File: src/core/ext_bus_pkg.sv
// Constants and types for the external bus strobe controller.
// Assumes a single 100 MHz system clock domain.
package ext_bus_pkg;
	localparam int CLK_PERIOD_NS = 10;
	localparam int WAIT_W = 3;
	localparam logic [2:0] WAIT_RESET = 3'h0;
	localparam int SYNC_STAGES = 3;
	typedef enum logic [1:0] {SPACE_PROG, SPACE_DATA, SPACE_IO} space_t;
endpackage

File: src/core/pin_sync.sv
// Three-stage synchroniser with agreement filter for asynchronous pin inputs.
// Assumes the input may change at any time relative to sys_clk.
`timescale 1ns/1ps
module pin_sync #(
	parameter logic RESET_VAL = 1'b1
) (
	// Clock and reset
	input wire logic sys_clk,
	input wire logic rst_b,
	// Pin and filtered level
	input wire logic pinIn,
	output logic level
);
	logic s1_q, s2_q, s3_q, level_q;
	logic s1_d, s2_d, s3_d, level_d;

	always_comb begin
		s1_d = pinIn;
		s2_d = s1_q;
		s3_d = s2_q;
		// Change accepted only once the last two stages agree
		level_d = (s2_q == s3_q) ? s2_q : level_q;
	end

	always_ff @(posedge sys_clk) begin
		if (!rst_b) begin
			s1_q <= RESET_VAL;
			s2_q <= RESET_VAL;
			s3_q <= RESET_VAL;
			level_q <= RESET_VAL;
		end else begin
			s1_q <= s1_d;
			s2_q <= s2_d;
			s3_q <= s3_d;
			level_q <= level_d;
		end
	end

	assign level = level_q;
endmodule

File: src/core/external_bus_strobe_control.sv
// External bus strobe controller: space strobes, direction qualifiers, read/write strobes, ready wait states.
// Assumes the core issues one access request at a time and holds it until accDone.
`timescale 1ns/1ps
module external_bus_strobe_control #(
	parameter int WAIT_W = ext_bus_pkg::WAIT_W
) (
	// Clock and reset
	input wire logic sys_clk,
	input wire logic rst_b,
	// Core request
	input wire logic accReq,
	input wire logic accWrite,
	input wire ext_bus_pkg::space_t accSpace,
	input wire logic [WAIT_W-1:0] wait_state_config,
	output logic accDone,
	output logic illegalAddr,
	// Device-level controls
	input wire logic powerDown,
	input wire logic test_output_disable_n,
	input wire logic external_interface_enable,
	input wire logic gpioSelect,
	input wire logic gpioOut,
	input wire logic gpioOe,
	output logic gpioIn,
	// External pins
	input wire logic readyPin,
	input wire logic wrRdPinIn,
	output logic program_space_strobe_n,
	output logic data_space_strobe_n,
	output logic io_space_strobe_n,
	output logic spaceOe,
	output logic readWrite_n,
	output logic readWriteOe,
	output logic wrRdPinOut,
	output logic wrRdPinOe,
	output logic read_strobe_n,
	output logic readStrobeOe,
	output logic write_enable_n,
	output logic writeEnableOe,
	output logic external_access_strobe_n,
	output logic accessStrobeOe,
	output logic dataBusOe
);
	if (WAIT_W < 1 || WAIT_W > 8) begin : g_bad_width
		$error("WAIT_W out of range");
	end

	typedef enum logic [1:0] {IDLE, ACCESS, WAITST, DONE} state_t;
	state_t state_q, state_d;
	logic [WAIT_W-1:0] cnt_q, cnt_d;
	logic write_q, write_d;
	ext_bus_pkg::space_t space_q, space_d;
	logic illegal_q, illegal_d;
	logic readyLvl;
	logic offTest;

	// Ready comes from an asynchronous device, so it is filtered first
	pin_sync #(.RESET_VAL(1'b1)) u_ready_sync (
		.sys_clk(sys_clk),
		.rst_b(rst_b),
		.pinIn(readyPin),
		.level(readyLvl)
	);
	pin_sync #(.RESET_VAL(1'b1)) u_gpio_sync (
		.sys_clk(sys_clk),
		.rst_b(rst_b),
		.pinIn(wrRdPinIn),
		.level(gpioIn)
	);

	assign offTest = !test_output_disable_n;

	always_comb begin
		state_d = state_q;
		cnt_d = cnt_q;
		write_d = write_q;
		space_d = space_q;
		illegal_d = 1'b0;
		unique case (state_q)
			IDLE: begin
				if (accReq) begin
					if (!external_interface_enable) begin
						illegal_d = 1'b1;
						state_d = DONE;
					end else begin
						write_d = accWrite;
						space_d = accSpace;
						cnt_d = wait_state_config;
						state_d = (wait_state_config == '0) ? DONE : WAITST;
					end
				end
			end
			WAITST: begin
				// Ready lags the pin by the synchroniser, so a late low cannot stretch a short wait count
				if (cnt_q > WAIT_W'(1)) begin
					cnt_d = cnt_q - 1'b1;
				end else if (readyLvl) begin
					state_d = ACCESS;
				end
			end
			ACCESS: state_d = DONE;
			DONE: state_d = IDLE;
		endcase
	end

	always_ff @(posedge sys_clk) begin
		if (!rst_b) begin
			state_q <= IDLE;
			cnt_q <= WAIT_W'(ext_bus_pkg::WAIT_RESET);
			write_q <= 1'b0;
			space_q <= ext_bus_pkg::SPACE_PROG;
			illegal_q <= 1'b0;
		end else begin
			state_q <= state_d;
			cnt_q <= cnt_d;
			write_q <= write_d;
			space_q <= space_d;
			illegal_q <= illegal_d;
		end
	end

	logic active;
	// Strobes are held through the whole access; DONE of an illegal access never drives them
	assign active = (state_q == WAITST || state_q == ACCESS || state_q == DONE) && !illegal_q
		&& external_interface_enable;
	assign accDone = (state_q == DONE);
	assign illegalAddr = illegal_q;

	// Single space decode gives one-hot strobes
	assign program_space_strobe_n = !(active && space_q == ext_bus_pkg::SPACE_PROG);
	assign data_space_strobe_n = !(active && space_q == ext_bus_pkg::SPACE_DATA);
	assign io_space_strobe_n = !(active && space_q == ext_bus_pkg::SPACE_IO);
	assign spaceOe = rst_b && !powerDown && !offTest;
	assign readWrite_n = !(active && write_q);
	assign readWriteOe = !powerDown && !offTest;
	assign wrRdPinOut = gpioSelect ? gpioOut : (active && write_q);
	assign wrRdPinOe = gpioSelect ? gpioOe : readWriteOe;
	assign read_strobe_n = !(active && !write_q);
	assign readStrobeOe = !offTest;
	assign write_enable_n = !(active && write_q);
	assign writeEnableOe = !offTest;
	assign dataBusOe = !write_enable_n && !offTest;
	assign external_access_strobe_n = !active;
	assign accessStrobeOe = !powerDown && !offTest;
endmodule

File: config.mk
export PLATFORM = sky130hd
export DESIGN_NAME = external_bus_strobe_control
export DESIGN_NICKNAME = d
export VERILOG_FILES = /design/src/core/ext_bus_pkg.sv /design/src/core/pin_sync.sv /design/src/core/external_bus_strobe_control.sv
export SDC_FILE = /design/constraint.sdc
export NUM_CORES = 1
export LEC_CHECK = 0
export BUFFER_PORTS_ARGS = -buffer_cell sky130_fd_sc_hd__buf_4
export CAP_MARGIN = 5
export CORE_MARGIN = 1
export CORE_UTILIZATION = 51
export DETAILED_ROUTE_END_ITERATION = 8
export MAX_ROUTING_LAYER = met4
export PLACE_DENSITY_LB_ADDON = 0.25
export SLEW_MARGIN = 20
export SYNTH_ARGS = -nofsm -noshare
export SYNTH_HDL_FRONTEND = slang
export SYNTH_HIERARCHICAL = 1
export SYNTH_SLANG_ARGS = --single-unit
File: constraint.sdc
create_clock -name sys_clk -period 2.7 [get_ports sys_clk]
set_clock_uncertainty 0.2 [all_clocks]
set_input_delay 0.135 -clock sys_clk [delete_from_list [all_inputs] [get_ports sys_clk]]
set_output_delay 0.135 -clock sys_clk [all_outputs]
set_load 0.02 [all_outputs]
==> run metrics, run 1 <==
arrival time worst endpoint 1990 ps; clock root cell clkbuf_4; TNS Setup 0 ps; row cnt 14; mapped cell area 910.9 sq um; met1 usage 25.89%; non-filler cells in the finished layout 167; asr flop ratio synth 0%; Num Clock Sinks 17; Mapped Nets 121; total CTS buffers 3; crit-path max FO 10; GRT Overall Usage 24.91%; largest net degree at the start of global routing 23; routed vias 870; Avg Vias per Cell 5.210; worst skew pair latency 300 ps; status complete, but fails checks; Yosys top cell by area dfxtp_1; met3 usage 5.714%; P&R area growth vs syn 43.96%; main area contributors after synthesis dfxtp_1 (37%), ha_1 (8.2%), nand2b_1 (6.2%), mux2i_1 (5.5%), nor2b_1 (3.4%); Power Density 688.8 nW/um^2; NumNets Final 167; ratio of cells with drive above 1 in the final layout 31.47%; global route overflow 0; Worst path max stage delay 400 ps; Pins Over Slew Limit 0; TritonCTS clock tree built; average wire per standard cell 12.93 microns; vias in the first global route 867; fillcell total 103; Slew Limit Headroom 75.97%; H-tree levels 1; leakage 0.0005820 uW; total power 903.3 uW; port bufs 34; Core Box Area 1594 sq um; Post-synth EDFFs 0; worst path required time 2370 ps; yosys warns 6; drt pass-1 iters 6; Final Wtd Congestion 0.8290; synthesized flop and latch total 17; CTS max path bufs 2; top_reg_cell synth dfxtp_1; register area share after synthesis 37.36%; busiest grt layer met2; Die Y 44.26 microns; pre-CTS WS 727.1 ps; WS Path Type reg -> out; Worst VDD drop 579.9 uV; Mean Syn Cell Area 9.295 sq um; Worst-path clk slew 100 ps; most frequent cells in the layout buf_4 (34), dfxtp_1 (17), dlygate4sd3_1 (13), nand2b_1 (9); final worst slack 373.4 ps; Netlist cell types 33; Worst Setup End Kind output port; CP cell instances inv_1 > ha_1 > nor3b_4 > inv_2 > or3_1 > buf_4; Initial Util 57.14%; first-pass GRT wire length 3519 microns; DRT iter0 DRCs 19; placed cell count 150; die area 1959 sq um; initial antenna violation count 0; setup violators final 0; final period demand of the worst path 2327 ps; HPWL after detailed placement 1426 microns; Horiz. Die Dim 44.26 microns; Worst Hold Class in -> reg; met2 GRT Util 44.12%; DRT Wirelength 2159 microns; Core Util, Final 82.26%; Mapped Cells 98; top-area cell type share of the netlist area 37.36%; # Max-Cap Violations 0; Tightest Pin Transition 355.9 ps; unrepaired setup endpoints after global routing no; Setup crit start kind flip-flop; Crit-path slowest cell dfxtp_1; Ports 35; fin crit share 86.17%; max frequency 0.4298 GHz; Fin. Hold Viols 0; Routed Antenna Nets 0; most common cell after layout, fill and taps aside buf_4; violated checks DRC; Ant. Diodes 0; Residual DRC 8
## synthesized netlist by cell type (2+ instances only)
cell type and number:
ha_1 6, and4b_1 2, nand3_1 2, dfxtp_1 17, mux2i_1 5, a21oi_1 2
o21ai_1 2, o311ai_0 2, nand2b_1 9, nand2_1 6, buf_4 4, o21ai_0 5
inv_1 6, nor2b_1 5, nand3b_1 2, o211ai_1 2, nor2_1 5
## kinds of logic after synthesis
family          share of synthesized area [%]
fa+ha+maj                               8.242
flops                                   37.36
compound gates                          14.70
simple gates                            25.14
mux                                     6.731
buf+inv                                 7.829
## power by group
part	internal, uW	leakage [uW]	total (uW)	switching, uW
registers	288	0.000140	324	35.8
logic	200	0.000429	438	238
clock network	56.4	0.0000139	141	84.9
total	544	0.000582	903	359
## critical path: cells and delay by family (launching register included)
family,cells,cell delay [ps]
AND/OR/NAND/NOR,2,650
buffers and inverters,3,330
flip-flops,1,400
adder cells (fa/ha/maj),1,340
## final cells by class
type | count | area [sq um] | area share, %
clock buffer | 3 | 22.52 | 1.718
multi-input combinational | 68 | 499.2 | 38.07
inverter | 7 | 26.28 | 2.004
timing repair buffer | 47 | 385.4 | 29.39
clock inverter | 1 | 7.507 | 0.5725
tap | 24 | 30.03 | 2.290
sequential | 17 | 340.3 | 25.95
## state kept, by name, indices dropped and copies added (netlist names)
signal / count
cnt_q: 3
space_q: 2
state_q: 2
illegalAddr: 1
u_gpio_sync/level: 1
u_gpio_sync/s1_q: 1
u_gpio_sync/s2_q: 1
u_gpio_sync/s3_q: 1
u_ready_sync/level: 1
u_ready_sync/s1_q: 1
u_ready_sync/s2_q: 1
u_ready_sync/s3_q: 1
write_q: 1
## metrics by stage
step,cell area (sq um),hold slack [ps]
finish,1311,4.823
global route,1311,23.05
CTS,1311,2.558
detailed placement,1151,129.4
global placement,1151,116.1
floorplan,910.9,8.038
## worst paths after layout
| kind | slack, ps | end | cells after the start | startpoint |
|---|---|---|---|---|
| worst max-delay path | 370 | program_space_strobe_n | 6 | state_q[0] |
| worst max register to register | 450 | space_q[0] | 6 | state_q[1] |
| worst min register to register | 220 | u_ready_sync/s2_q | 1 | u_ready_sync/s1_q |
| worst min-delay path | 5 | cnt_q[1] | 5 | wait_state_config[1] |
## per-layer routing
metal  wire length (microns)  up-vias
li1                        -      424
met1                     856      393
met2                    1033       45
met3                     199        8
met4                      68        0
met5                       0        -
## what timing repair did
action                                 in CTS  in global routing
gates resized for setup                     0                  0
hold buffers                               13                  0
endpoints found under the hold margin      13                  0
buffers inserted                            0                  0
No activity file was read; power rests on OpenSTA's default activity.
==> inputs of run 2 (changes only) <==
CELL_PAD_IN_SITES_DETAIL_PLACEMENT = 0   (was default)
CELL_PAD_IN_SITES_GLOBAL_PLACEMENT = 2   (was default)
CORE_UTILIZATION = 29   (was 51)
==> run metrics, run 2 (same netlist as run 1, synthesis figures left out) <==
met2 wire len 907 microns (was 1033 microns); clock root cell clkbuf_4 (unchanged); P&R area growth vs syn 47.25% (was 43.96%); RR Endpoint write_q (was space_q[0]); NumNets Final 168 (was 167); top sig layer met4 (unchanged); worst path required time 2370 ps (about the same); row cnt 19 (was 14); routed vias 826 (was 870); fillcell total 299 (was 103); Horiz. Die Dim 58.05 microns (was 44.26 microns); top flop regs cnt_q x3, space_q x2, state_q x2 (unchanged); Worst Hold Class in -> reg (unchanged); Avg Vias per Cell 4.441 (was 5.210); R2R Setup Slk 530 ps (was 450 ps); first-pass GRT wire length 3401 microns (was 3519 microns); ratio of cells with drive above 1 in the final layout 31.25% (was 31.47%); worst skew pair latency 290 ps (was 300 ps); fin crit share 85.12% (was 86.17%); pre-CTS WS 714.5 ps (was 727.1 ps); final worst slack 401.7 ps (was 373.4 ps); arrival time worst endpoint 1960 ps (was 1990 ps); HPWL after detailed placement 1454 microns (was 1426 microns); Routed Antenna Nets 0 (unchanged); Initial Util 31.67% (was 57.14%); largest net degree at the start of global routing 23 (unchanged); Die Y 58.05 microns (was 44.26 microns); die area 3369 sq um (was 1959 sq um); leakage 0.0005850 uW (was 0.0005820 uW); GRT Overall Usage 13.61% (was 24.91%); CTS max path bufs 2 (unchanged); Worst-path clk slew 100 ps (about the same); Post-CTS Resized 0 (unchanged); Residual DRC 3 (was 8); H-tree levels 1 (unchanged); setup violators final 0 (unchanged); Pins Over Slew Limit 0 (unchanged); Setup crit start kind flip-flop (unchanged); total CTS buffers 3 (unchanged); Fin. Hold Viols 0 (unchanged); initial antenna violation count 0 (unchanged); met3 wire len 84 microns (was 199 microns); unrepaired setup endpoints after global routing no (unchanged); reg2reg start state_q[0] (was state_q[1]); total power 879.0 uW (was 903.3 uW); Tightest Pin Transition 358.4 ps (was 355.9 ps); Slew Limit Headroom 75.81% (was 75.97%); max frequency 0.4351 GHz (was 0.4298 GHz); Num Clock Sinks 17 (unchanged); vias in the first global route 803 (was 867); most frequent cells in the layout buf_4 (34), dfxtp_1 (17), dlygate4sd3_1 (14), nand2b_1 (9) (was buf_4 (34), dfxtp_1 (17), dlygate4sd3_1 (13), nand2b_1 (9)); Hold WS 106.3 ps (was 4.823 ps); most common cell after layout, fill and taps aside buf_4 (unchanged); crit-path max FO 10 (unchanged); violated checks DRC (unchanged); # Max-Cap Violations 0 (unchanged); Largest register FFs 3 (unchanged); Final Wtd Congestion 0.7548 (was 0.8290); status complete, but fails checks (unchanged); global route overflow 0 (unchanged); Worst VDD drop 373.4 uV (was 579.9 uV); wl on met1 998 microns (was 856 microns); hold_sp external_interface_enable (was wait_state_config[1]); Power Density 655.3 nW/um^2 (was 688.8 nW/um^2); DRT iter0 DRCs 20 (was 19); Ant. Diodes 0 (unchanged); Hold EP state_q[0] (was cnt_q[1]); WS Path Type reg -> out (unchanged); port bufs 34 (unchanged); average wire per standard cell 10.80 microns (was 12.93 microns); reg2reg path depth 6 (unchanged); Worst Setup End Kind output port (unchanged); TNS Setup 0 ps (unchanged); Ports 35 (unchanged); final period demand of the worst path 2298 ps (was 2327 ps); Core Box Area 2877 sq um (was 1594 sq um); drt pass-1 iters 5 (was 6); DRT Wirelength 2009 microns (was 2159 microns); Reg with most FFs cnt_q (unchanged); Worst Hold Depth 4 (was 5); TritonCTS clock tree built (unchanged)
run 2: worst max path at each step:
stage | slack (ps) | depth (start not counted) | to | start
after floorplan | 610 | 6 | wrRdPinOut | state_q[0]
after global placement | 780 | 6 | program_space_strobe_n | state_q[0]
after detailed placement | 710 | 6 | program_space_strobe_n | state_q[0]
after CTS | 370 | 6 | program_space_strobe_n | state_q[0]
after global routing | 190 | 6 | program_space_strobe_n | state_q[0]
final | 400 | 6 | program_space_strobe_n | state_q[0]
run 2: report_power, final:
| part | internal [uW] | leakage, uW | switching, uW |
|---|---|---|---|
| sequential | 288 | 0.000140 | 34.4 |
| combinational | 197 | 0.000428 | 221 |
| clock | 55.1 | 0.0000177 | 82.9 |
run 2: through the flow:
stage                     util [%]  cells  area (sq um)
after floorplan                  -     98         910.9
after global placement       40.80    168          1174
after detailed placement     40.80    168          1174
after CTS                    46.63    186          1341
after global routing         46.63    186          1341
final                        46.63    186          1341
run 2: layer usage:
layer / GRT usage (%) / up-vias
met5: - / -
met4: 5.102 / 0
met3: 4.018 / 2
met2: 21.51 / 19
met1: 16.33 / 380
li1: - / 425
run 2: final cells by class:
type | instances | area (sq um) | area share, %
Timing Repair Buffer | 48 | 395.4 | 29.48
Multi-Input combinational cell | 68 | 499.2 | 37.22
Inverter | 7 | 26.28 | 1.959
Tap cell | 42 | 52.55 | 3.918
Sequential cell | 17 | 340.3 | 25.37
Clock inverter | 1 | 5.005 | 0.3731
Clock buffer | 3 | 22.52 | 1.679
run 2: worst max-delay path, cell delays in order, from the launching register on:
cell and delay [ps]:
dfxtp_1 400, inv_1 80, ha_1 320, nor3b_4 340, inv_2 60, or3_1 310, buf_4 160
run 2: repair_timing:
action	CTS	global route
hold endpoints to repair	15	0
buffers inserted	0	0
hold buffers	14	0
==> inputs of run 3 (changes only) <==
ABC_CLOCK_PERIOD_IN_PS = 2000   (was default)
CORE_ASPECT_RATIO = 1.1   (was default)
CORE_UTILIZATION = 24   (was 29)
clock period = 2 ns   (was 2.7 ns; I/O delays follow)
==> run metrics, run 3 (same netlist as run 1, synthesis figures left out) <==
status finished, final reports clean (was complete, but fails checks); Worst-path clk slew 70 ps (was 100 ps); # Max-Cap Violations 0 (unchanged); port bufs 34 (unchanged); Routed Antenna Nets 0 (unchanged); fillcell total 406 (was 299); Initial Util 25.12% (was 31.67%); non-filler cells in the finished layout 194 (was 186); Reg with most FFs cnt_q (unchanged); placed cell count 177 (was 168); NumNets Final 168 (unchanged); row cnt 23 (was 19); Power Density 968.5 nW/um^2 (was 655.3 nW/um^2); most frequent cells in the layout buf_4 (36), dfxtp_1 (15), dlygate4sd3_1 (11), nand2b_1 (9), nand2_1 (6) (was buf_4 (34), dfxtp_1 (17), dlygate4sd3_1 (14), nand2b_1 (9)); Worst VDD drop 295.7 uV (was 373.4 uV); average wire per standard cell 10.88 microns (was 10.80 microns); net switching power 491.6 uW (was 338.4 uW); most common cell after layout, fill and taps aside buf_4 (unchanged); clock root cell clkbuf_8 (was clkbuf_4); Final Wtd Congestion 0.7025 (was 0.7548); CTS max path bufs 2 (unchanged); drt pass-1 iters 4 (was 5); crit-path max FO 6 (was 10); first-pass GRT wire length 3525 microns (was 3401 microns); largest net degree at the start of global routing 23 (unchanged); fraction of power spent switching nets 36.62% (was 38.50%); Placed Area 1191 sq um (was 1174 sq um); Core Box Area 3626 sq um (was 2877 sq um); design internal power 851.0 uW (was 540.6 uW); Tightest Pin Transition 363.6 ps (was 358.4 ps); Pins Over Slew Limit 0 (unchanged); clock power share 19.5% (was 15.7%); setup violators final 0 (unchanged); global route overflow 0 (unchanged); arrival time worst endpoint 1630 ps (was 1960 ps); top flop regs cnt_q x3, space_q x2, state_q x2 (unchanged); Ports 35 (unchanged); P&R area growth vs syn 52.20% (was 47.25%); Fin. Hold Viols 0 (unchanged); GRT Overall Usage 12.30% (was 13.61%); die area 4046 sq um (was 3369 sq um); Worst Hold Class in -> reg (unchanged); fin crit share 96.47%; HPWL after detailed placement 1514 microns (was 1454 microns); Setup crit start kind flip-flop (unchanged); TNS Setup 0 ps (unchanged); Residual DRC 0 (was 3); final period demand of the worst path 1929 ps; unrepaired setup endpoints after global routing yes (was no); Avg Vias per Cell 4.216 (was 4.441); initial antenna violation count 0 (unchanged); Worst Setup End Kind output port (unchanged); Slew Limit Headroom 75.45% (was 75.81%); DRT iter0 DRCs 30 (was 20); Num Clock Sinks 17 (unchanged); Die Y 66.62 microns (was 58.05 microns); leakage 0.0005958 uW (was 0.0005850 uW); Hold WS 11.52 ps (was 106.3 ps); DRT Wirelength 2111 microns (was 2009 microns); Core Util, Final 38.23% (was 46.63%); max frequency 0.5183 GHz; ratio of cells with drive above 1 in the final layout 36.81% (was 31.25%); Horiz. Die Dim 60.74 microns (was 58.05 microns); combinational fraction of design power 47.4% (was 47.6%); TritonCTS clock tree built (unchanged); routed vias 818 (was 826); worst skew pair latency 250 ps (was 290 ps); worst path required time 1700 ps (was 2370 ps); Flop pwr share 33.1% (was 36.7%); Final Cell Area 1386 sq um (was 1341 sq um); vias in the first global route 825 (was 803); Ant. Diodes 0 (unchanged); WS Path Type reg -> out (unchanged); total CTS buffers 3 (unchanged); H-tree levels 1 (unchanged); Largest register FFs 3 (unchanged)
run 3: changes by cell type in the layout (fill, tap and decap cells not counted), sizes merged:
cell,change
dlygate4sd3,-3
buf,+3
run 3: layer usage:
metal | share of wire, % | vias up | track usage [%]
met5 | 0 | - | -
met4 | 2.2 | 0 | 6.818
met3 | 8.0 | 5 | 2.330
met2 | 47 | 35 | 20.74
met1 | 43 | 355 | 13.38
li1 | - | 423 | -
run 3: path summary, 6_finish.rpt:
path / from / to / slack [ps] / depth (start not counted)
setup / recovery: state_q[0] / program_space_strobe_n / 70 / 6
setup reg to reg: state_q[0] / illegalAddr / 230 / 5
hold reg to reg: u_gpio_sync/s1_q / u_gpio_sync/s2_q / 220 / 1
hold / removal: wait_state_config[2] / cnt_q[2] / 10 / 4
run 3: area by class of cell:
class | count | area (sq um) | share of cell area [%]
timing repair buffer | 48 | 391.6 | 28.25
sequential | 17 | 345.3 | 24.91
inverter | 7 | 28.78 | 2.076
tap | 50 | 62.56 | 4.513
clock inverter | 1 | 5.005 | 0.3610
multi-input combinational | 68 | 511.7 | 36.91
clock buffer | 3 | 41.29 | 2.978
run 3: through the flow:
stage | setup slack, ps | total power, uW
floorplan | 99.27 | 850.2
global placement | 235.6 | 998.6
detailed placement | 193.1 | 1003
CTS | 13.14 | 1299
global route | -35.25 | 1469
finish | 70.61 | 1343
run 3: power by group through the flow:
stage	Clock, uW	Combinational [uW]	Sequential, uW
after floorplan	0	416	434
after global placement	0	558	440
after detailed placement	0	560	443
after CTS	274	585	439
after global routing	295	717	456
final	262	637	444
run 3: timing repair:
| action | in CTS | in global routing |
|---|---|---|
| pin swaps | 1 | 2 |
| setup endpoints to repair | 2 | 2 |
| endpoints found under the hold margin | 13 | 0 |
| gates resized for setup | 3 | 6 |
| hold buffers | 11 | 0 |
| setup buffers | 0 | 2 |
run 3: worst max-delay path, cell delays in order, from the launching register on:
cell,delay [ps]
dfxtp_4,370
inv_4,40
ha_4,160
nor3b_4,280
inv_2,60
or3_1,320
buf_6,140
